## src/hw/oaq_pkg.sv

```systemverilog
// Package of the overcurrent alert qualifier: map, codes, state layout.
// Assumes a 10 MHz core clock and pre-decoded three-state pin codes.
package oaq_pkg;
	// Clock and window timing
	localparam int CLK_NS = 100;
	localparam int WIN_NS = 10000;
	localparam int WIN_CYC = WIN_NS / CLK_NS;
	localparam logic [6:0] WIN_LAST = 7'(WIN_CYC - 1);
	// Consecutive windows per response setting (10, 50, 100 us)
	localparam logic [3:0] QUAL_FAST = 4'h1;
	localparam logic [3:0] QUAL_MID = 4'h5;
	localparam logic [3:0] QUAL_SLOW = 4'ha;
	// Three-state pin codes from the level detector
	localparam logic [1:0] PIN_FLOAT = 2'h0;
	localparam logic [1:0] PIN_GND = 2'h1;
	localparam logic [1:0] PIN_SUPPLY = 2'h2;
	// Band width in mV
	localparam logic [3:0] BAND_FLOAT_MV = 4'h2;
	localparam logic [3:0] BAND_GND_MV = 4'h4;
	localparam logic [3:0] BAND_SUPPLY_MV = 4'h8;
	// Register byte offsets
	localparam logic [3:0] REG_CTRL = 4'h0;
	localparam logic [3:0] REG_STATUS = 4'h4;
	localparam logic [3:0] REG_INT_STAT = 4'h8;
	localparam logic [3:0] REG_INT_MASK = 4'hc;
	localparam logic CTRL_EN_RST = 1'b1;
	localparam logic [1:0] RESP_OKAY = 2'h0;
	localparam logic [1:0] RESP_SLVERR = 2'h2;
	// Event bits: 0 alert raised, 1 alert released
	localparam int EV_RAISE = 0;
	localparam int EV_FALL = 1;

	typedef enum logic [1:0] {
		ST_IDLE = 2'b01,
		ST_ALERT = 2'b10
	} oaq_fsm_t;

	// Pins from outside the clock domain
	typedef struct packed {
		logic en;
		logic latch;
		logic over;
		logic [1:0] dly;
		logic [1:0] band_width_select;
	} oaq_pin_t;

	typedef struct packed {
		oaq_pin_t sm;
		oaq_pin_t ss;
		logic [6:0] win_q;
		logic [3:0] cnt_q;
		oaq_fsm_t fsm;
		logic [3:0] band_q;
		logic sw_en_q;
		logic [1:0] ist_q;
		logic [1:0] imsk_q;
		logic aw_got;
		logic [3:0] awaddr;
		logic w_got;
		logic [31:0] wdata;
		logic wstrb0;
		logic bvalid;
		logic [1:0] bresp;
		logic rvalid;
		logic [31:0] rdata;
		logic [1:0] rresp;
	} oaq_state_t;

	// Windows needed for a response setting
	function automatic logic [3:0] qual_need(input logic [1:0] code);
		if (code == PIN_GND) begin
			return QUAL_MID;
		end else if (code == PIN_SUPPLY) begin
			return QUAL_SLOW;
		end
		return QUAL_FAST;
	endfunction

	// Band width in mV for a band select code
	function automatic logic [3:0] band_mv(input logic [1:0] code);
		if (code == PIN_GND) begin
			return BAND_GND_MV;
		end else if (code == PIN_SUPPLY) begin
			return BAND_SUPPLY_MV;
		end
		return BAND_FLOAT_MV;
	endfunction
endpackage

```

## src/hw/oaq_top.sv

```systemverilog
// Alert qualifier: window timer, consecutive counter, alert FSM, AXI4-Lite regs.
// Assumes pins arrive asynchronous; comparator bit is the window average result.
// How it works
// - window timer runs free, no control
// - compare only at each window end
// - window unaligned to the input
// - mid adds 40 us, long 90 us
// - band select decodes 2, 4, 8 mV
// - alert output is active low
// - hold select low transparent, high latched
// - transparent releases after one below window
// - latched alert stays low when input drops
// - clear only when input is below limit
// - response select decodes 10, 50, 100 us
// - one, five or ten consecutive windows qualify
// - a below window zeroes the counter
// - disable zeroes counter, restart on enable
//
// Implementation choices: the address map and the AXI4-Lite register port.
`timescale 1ns/100ps
module oaq_top
	import oaq_pkg::*;
(
	// Clock and reset
	input wire logic CORE_CLK,
	input wire logic RESET,
	// Device pins
	input wire oaq_pin_t PINS,
	output logic ALERT_N,
	output logic [3:0] BAND_WIDTH_SELECT,
	output logic IRQ,
	// AXI4-Lite write
	input wire logic [3:0] AWADDR,
	input wire logic AWVALID,
	output logic AWREADY,
	input wire logic [31:0] WDATA,
	input wire logic [3:0] WSTRB,
	input wire logic WVALID,
	output logic WREADY,
	output logic [1:0] BRESP,
	output logic BVALID,
	input wire logic BREADY,
	// AXI4-Lite read
	input wire logic [3:0] ARADDR,
	input wire logic ARVALID,
	output logic ARREADY,
	output logic [31:0] RDATA,
	output logic [1:0] RRESP,
	output logic RVALID,
	input wire logic RREADY
);
	oaq_state_t q;
	oaq_state_t d;
	logic tick;
	logic en;
	logic alert;
	logic hit;
	logic [3:0] req;
	logic [3:0] cnt_inc;
	logic [1:0] ev;
	logic [1:0] clr;

	// Handshakes and outputs
	assign AWREADY = !q.aw_got && !q.bvalid;
	assign WREADY = !q.w_got && !q.bvalid;
	assign ARREADY = !q.rvalid;
	assign BVALID = q.bvalid;
	assign BRESP = q.bresp;
	assign RVALID = q.rvalid;
	assign RDATA = q.rdata;
	assign RRESP = q.rresp;
	assign alert = (q.fsm == ST_ALERT);
	assign ALERT_N = !alert;
	assign BAND_WIDTH_SELECT = q.band_q;
	assign IRQ = |(q.ist_q & q.imsk_q);

	// Next state
	always_comb begin
		d = q;
		ev = 2'h0;
		clr = 2'h0;
		// Two-stage pin synchroniser
		d.sm = PINS;
		d.ss = q.sm;
		// Free-running window, never restarted by the input
		tick = (q.win_q == WIN_LAST);
		d.win_q = tick ? 7'h00 : q.win_q + 7'h01;
		en = q.ss.en && q.sw_en_q;
		req = qual_need(q.ss.dly);
		cnt_inc = q.cnt_q + 4'h1;
		hit = (cnt_inc >= req);
		d.band_q = band_mv(q.ss.band_width_select);
		// Consecutive over-limit window counter
		if (!en) begin
			d.cnt_q = 4'h0;
		end else if (tick) begin
			if (q.ss.over) begin
				d.cnt_q = hit ? req : cnt_inc;
			end else begin
				d.cnt_q = 4'h0;
			end
		end
		// Alert state machine
		case (q.fsm)
			ST_IDLE: begin
				if (en && tick && q.ss.over && hit) begin
					d.fsm = ST_ALERT;
					ev[EV_RAISE] = 1'b1;
				end
			end
			ST_ALERT: begin
				// Latched mode holds; low select releases on a below window
				if (!en || (tick && !q.ss.over && !q.ss.latch)) begin
					d.fsm = ST_IDLE;
					ev[EV_FALL] = 1'b1;
				end
			end
			default: begin
				d.fsm = ST_IDLE;
			end
		endcase
		// Write channel: address and data in either order
		if (AWVALID && AWREADY) begin
			d.aw_got = 1'b1;
			d.awaddr = AWADDR;
		end
		if (WVALID && WREADY) begin
			d.w_got = 1'b1;
			d.wdata = WDATA;
			d.wstrb0 = WSTRB[0];
		end
		if (q.aw_got && q.w_got) begin
			d.aw_got = 1'b0;
			d.w_got = 1'b0;
			d.bvalid = 1'b1;
			d.bresp = RESP_OKAY;
			if (q.awaddr == REG_CTRL) begin
				if (q.wstrb0) begin
					d.sw_en_q = q.wdata[0];
				end
			end else if (q.awaddr == REG_STATUS) begin
				d.bresp = RESP_OKAY;
			end else if (q.awaddr == REG_INT_STAT) begin
				if (q.wstrb0) begin
					clr = q.wdata[1:0];
				end
			end else if (q.awaddr == REG_INT_MASK) begin
				if (q.wstrb0) begin
					d.imsk_q = q.wdata[1:0];
				end
			end else begin
				d.bresp = RESP_SLVERR;
			end
		end else if (q.bvalid && BREADY) begin
			d.bvalid = 1'b0;
		end
		// Sticky events, a new event beats the clear
		d.ist_q = (q.ist_q & ~clr) | ev;
		// Read channel
		if (ARVALID && ARREADY) begin
			d.rvalid = 1'b1;
			d.rresp = RESP_OKAY;
			d.rdata = 32'h0;
			if (ARADDR == REG_CTRL) begin
				d.rdata[0] = q.sw_en_q;
			end else if (ARADDR == REG_STATUS) begin
				d.rdata[15:0] = {q.cnt_q, q.band_q, q.ss.band_width_select, q.ss.dly,
					q.ss.latch, q.ss.over, en, alert};
			end else if (ARADDR == REG_INT_STAT) begin
				d.rdata[1:0] = q.ist_q;
			end else if (ARADDR == REG_INT_MASK) begin
				d.rdata[1:0] = q.imsk_q;
			end else begin
				d.rresp = RESP_SLVERR;
			end
		end else if (q.rvalid && RREADY) begin
			d.rvalid = 1'b0;
		end
	end

	// State register, released alert after reset
	always_ff @(posedge CORE_CLK) begin
		if (RESET) begin
			q <= '0;
			q.fsm <= ST_IDLE;
			q.sw_en_q <= CTRL_EN_RST;
		end else begin
			q <= d;
		end
	end
endmodule

```

## config.mk

```make
export PLATFORM = sky130hd
export DESIGN_NAME = oaq_top
export DESIGN_NICKNAME = d
export VERILOG_FILES = /design/src/hw/oaq_pkg.sv /design/src/hw/oaq_top.sv
export SDC_FILE = /design/constraint.sdc
export NUM_CORES = 1
export LEC_CHECK = 0
export ABC_AREA = 1
export BUFFER_PORTS_ARGS = -buffer_cell sky130_fd_sc_hd__buf_4
export CAP_MARGIN = 40
export CORE_AREA = 2 2 111 113
export CTS_BUF_LIST = sky130_fd_sc_hd__clkbuf_8
export DETAILED_ROUTE_END_ITERATION = 8
export DIE_AREA = 0 0 113 115
export GPL_ROUTABILITY_DRIVEN = 0
export PLACE_DENSITY = 0.54
export SYNTH_ARGS = -nofsm -noshare
export SYNTH_HDL_FRONTEND = slang
export SYNTH_SLANG_ARGS = --single-unit
```

## constraint.sdc

```tcl
create_clock -name CORE_CLK -period 1.74 [get_ports CORE_CLK]
set_input_delay 0.087 -clock CORE_CLK [delete_from_list [all_inputs] [get_ports CORE_CLK]]
set_output_delay 0.087 -clock CORE_CLK [all_outputs]
set_load 0.01 [all_outputs]
```

After elaboration in Yosys (flattened, before gate mapping) --
Cells that the tools add are included.
Cells by class: $add $sub $neg 2, $lt $le $gt $ge 1, eq/ne operators 15, multiplexer cells 42, bitwise gates (word level) 9, reductions and logical operators 36
Operators with widths (number):
- 2-bit 2-to-1 mux | 19
- 4-bit 2-to-1 mux | 6
- 4-bit equality test (second input constant) | 4
- 15-bit 2-to-1 mux | 1
- 1-bit logical AND | 14
- 14-bit 2-to-1 mux | 1
- 1-bit 2-to-1 mux | 13
- 2-bit OR reduction | 5
- 4-bit by 3-bit equality test with 1-bit output (second input constant) | 2
- 1-bit zero test | 8
- 4-bit zero test | 2
- 7-bit by 1-bit adder with 7-bit output (second input constant) | 1
- 7-bit equality test (second input constant) | 1
- 2-bit by 1-bit equality test with 1-bit output (second input constant) | 3
- 2-bit equality test (second input constant) | 3
- 6-bit AND reduction | 1
- 1-bit NOT | 5
- 4-bit by 1-bit adder with 4-bit output (second input constant) | 1
- 2-bit AND | 2
- 4-bit >= comparator | 1
- 2-bit case mux with 2 select lines | 1
- 2-bit nonzero test | 2
- 3-bit 2-to-1 mux | 1
- 3-bit AND reduction | 1
- other kinds (7) | 7
Storage, ports and cells: register bits 66, output and inout bits 47, logic and storage cells 134

Depth between registers and ports, before layout --
word-level depth 9, depth in mapped cells 13, mapped depth without buffers 13

Worst setup path after synthesis --
Ideal clock, no wire load.
kind register -> register, start point register q[88] (netlist bit), end point register q[87] (netlist bit), setup time 0.108 ns, arrival 1.585 ns, slack 0.047 ns, stages on the path, launching flop included 13, path buffers 0, clock period less this slack 1.693 ns, path through dfxtp_1 -> ha_1 -> xnor2_1 -> inv_1 -> ha_1 -> nand2_1 -> inv_1 -> nand3_1 -> nand3_1 -> nand3_2 -> nand2_1 -> nand2_2 -> inv_2
On the way: word-level cells in the longest chain between the ends 5
Ends and longest elaborated chain:
- start: declaration | RTL line oaq_top.sv:52 | oaq_state_t q;
- 4-bit by 1-bit adder with 4-bit output | RTL line oaq_top.sv:90 | cnt_inc = q.cnt_q + 4'h1;
- 4-bit >= comparator | RTL line oaq_top.sv:91 | hit = (cnt_inc >= req);
- 1-bit logical AND | RTL line oaq_top.sv:106 | if (en && tick && q.ss.over && hit) begin
- 2-bit inequality test (no source line)
- 2-bit AND reduction (no source line)
Every way passes these cells. A chain may end at the register's enable or synchronous reset.

Worst setup path in the final report --
start point register q[88] (netlist bit), end point register q[86] (netlist bit)
Same word-level chain as after synthesis.

==> flow_summary.json <==
{
  "status": "finished with violations",
  "violations": "DRC",
  "drc_errors": 2,
  "clkTransAtPathRegs_ns": 0.07,
  "synth_area_leader_cell": "dfxtp_1",
  "drtPass1Iterations": 6,
  "powerDensity_nw_per_um2": 833,
  "hold_violations": 0,
  "cp-startpoint": "q[88]",
  "arrival_ns": 1.87,
  "fillers": 1291,
  "area_delta_synth_final_pct": 26.9,
  "whs_path_depth": 3,
  "setup_viol": 0,
  "synth_top_family_by_area": "simple AND/OR/NAND/NOR gates",
  "synthSimpleGateAreaFrac_pct": 21.0,
  "hold_class": "in -> reg",
  "synth_top_area_share_pct": 43.7,
  "vias_per_cell": 4.11,
  "worstPathMaxFanout": 4,
  "synth_compound_area_share_pct": 12.7,
  "cts_root_buffer": "clkbuf_8",
  "critical_path_class": "reg -> reg",
  "htree_levels": 3,
  "whs_ns": 0.0399,
  "synth.avg_cell_area_um2": 7.70,
  "grt_pass1_wl_um": 9890,
  "synthCells": 375,
  "post-route-period-util_pct": 95.7,
  "max_freq_mhz": 600,
  "ys_top_cells_by_area": "dfxtp_1 (44%), buf_4 (11%), inv_1 (6.2%)",
  "ys_seq_elements": 63,
  "synth-main-ff-cell": "dfxtp_1",
  "p_clk_share_pct": 36.4,
  "n_antenna_cell": 0,
  "hpwl_um": 4390,
  "drv_cap": 0,
  "synthXorXnorAreaFrac_pct": 0.607,
  "synthAdderAreaFrac_pct": 3.03,
  "drive_gt1_share_pct": 26.6,
  "hold_end": "q[75]",
  "grtUsageTotal_pct": 9.55,
  "ant_nets": 0,
  "r2r_setup_slack_ns": 0.07,
  "synth_edf_count": 0,
  "fin_cells": 580,
  "switching_share_pct": 25.8,
  "port_buffers": 51,
  "seqPwrFrac_pct": 51.0,
  "die-area_um2": 13000,
  "ys_seq_area_share_pct": 43.7,
  "synth_area_um2": 2890,
  "cts.sinks": 63,
  "endpoint_kind": "register",
  "die_w_um": 113,
  "hp-start": "AWADDR[3]",
  "clk_path_buf_depth": 2,
  "grt_max_degree": 34,
  "switchingPower_mw": 0.788,
  "die_y_um": 115,
  "slew_viol_final": 0,
  "route.detailed.wl_per_inst_um": 10.3,
  "cts_inserted_buffers": 9,
  "synthMuxAreaShare_pct": 0,
  "timing.clock.skew_ns": 0.0101,
  "grt_antenna_before_repair": 0,
  "start_util_pct": 24.4,
  "worstPathRequired_ns": 1.95,
  "rsz0062_at_grt": "yes",
  "yosys_warnings": 0,
  "pwr-share-comb_pct": 12.6,
  "r2r_end": "q[86]",
  "reg2regPathDepth": 11,
  "grt_pass1_vias": 2249,
  "io_pins": 105,
  "place_inst": 553,
  "ir_worst_vdd_mv": 0.457,
  "cts_tree": "done",
  "wirelength_um": 5960,
  "worstSkewPairLatency_ns": 0.33,
  "drt_iter0_drc": 118,
  "synth-async-reset-ratio_pct": 0,
  "yosysUniqueCellTypes": 31,
  "period_needed_ns": 1.67,
  "fp.coreArea_um2": 11800,
  "final_nets": 493,
  "internal_power_mw": 2.26,
  "num_vias": 2381,
  "cp-start-kind": "register",
  "rr_startpoint": "q[88]",
  "rows": 40,
  "leakage_nw": 1.61,
  "grt-ovfl-total": 0
}
[critical path, stage by stage, from the launching register on]
cell     delay [ns]
dfxtp_4        0.36
ha_4           0.16
xnor2_2        0.14
inv_1          0.06
ha_1           0.28
nand2_2        0.05
inv_2          0.07
nand3_2        0.08
nand3_4        0.11
nand3_2        0.08
nand2_1        0.09
nand2_2        0.05
[kinds of logic after synthesis]
group / Yosys count
buf+inv: 102
compound gates: 70
xor+xnor: 2
fa+ha+maj: 7
other cells: 1
simple gates: 130
flops: 63
[area by class of cell]
cell class	instances	area (um2)	area share, %
clock buffers	11	151	4.13
flip-flops and latches	63	1270	34.6
repair buffers	72	573	15.6
well taps	147	184	5.02
inverters	53	199	5.43
multi-input cells	229	1260	34.5
clock inverters	5	23.8	0.649
[cells in the mapped netlist (all sizes together), types with 2 or more instances]
cell / n
a21oi: 36
nand4: 6
buf: 44
nor2: 44
clkbuf: 5
nand2: 51
ha: 7
inv: 53
dfxtp: 63
o21ai: 30
nand3: 19
nor4: 2
nor3: 7
[metal layers]
layer	wire, um	vias to the layer above	share of wire, %	GRT usage, %
li1	-	1247	-	-
met1	2740	1073	46	11.2
met2	2880	52	48	16.4
met3	209	9	3.5	1.95
met4	130	0	2.2	5.20
met5	0	-	0	0
[cell usage in the layout, fill, tap and decap left out, types with 2 or more instances in the layout]
master,count
dfxtp_1,60
buf_4,60
inv_1,46
nand2_1,44
nor2_1,39
a21oi_1,33
o21ai_0,30
conb_1,20
nand3_1,14
clkbuf_8,11
dlygate4sd3_1,10
inv_2,8
nand2_2,7
nor3_1,6
nand4_1,5
nand3_2,4
nor2_4,4
ha_4,4
clkinv_2,4
ha_1,3
a21oi_2,2
nor4_1,2
buf_6,2
dfxtp_2,2
[worst max path at each step]
| stage | endpoint | slack (ns) | cells after the start |
|---|---|---|---|
| floorplan | q[87] | 0.05 | 12 |
| global placement | q[87] | -0.06 | 12 |
| detailed placement | q[87] | -0.06 | 12 |
| CTS | q[89] | 0.007 | 11 |
| global route | q[86] | -0.03 | 12 |
| finish | q[86] | 0.07 | 11 |
[metrics by stage]
step	instance area [um2]	power [mW]	worst slack (ns)	utilization, %	setup TNS [ns]
final	3660	3.05	0.0744	31.0	0
after global routing	3660	3.22	-0.0350	31.0	-0.0532
after CTS	3570	3.09	0.00685	30.2	0
after detailed placement	3250	1.95	-0.0550	27.6	-0.209
after global placement	3250	1.94	-0.0584	27.6	-0.207
after floorplan	2960	1.86	0.0475	-	0
[registers in the layout (all words and copies together), names as in the netlist]
name and cells:
RVALID 1, BVALID 1, d 7, RRESP 1, BRESP 1, BAND_WIDTH_SELECT 3, RDATA 15, q 34
[power by group through the flow]
| stage | clock, mW | combinational (mW) | sequential [mW] |
|---|---|---|---|
| 2_1_floorplan | 0 | 0.283 | 1.58 |
| 3_3_place_gp | 0 | 0.352 | 1.59 |
| 3_5_place_dp | 0 | 0.358 | 1.59 |
| 4_1_cts | 1.15 | 0.378 | 1.56 |
| 5_1_grt | 1.23 | 0.434 | 1.56 |
| 6_report | 1.11 | 0.384 | 1.55 |
[repair_timing]
action                                  CTS  global route
hold buffers                             10             0
endpoints found under the hold margin    10             0
resized for setup                         5            23
pin swaps                                 6             9
setup buffers                             1             0
endpoints found under the setup margin    7             7
Note: power is estimated with default switching activity, not from simulation.
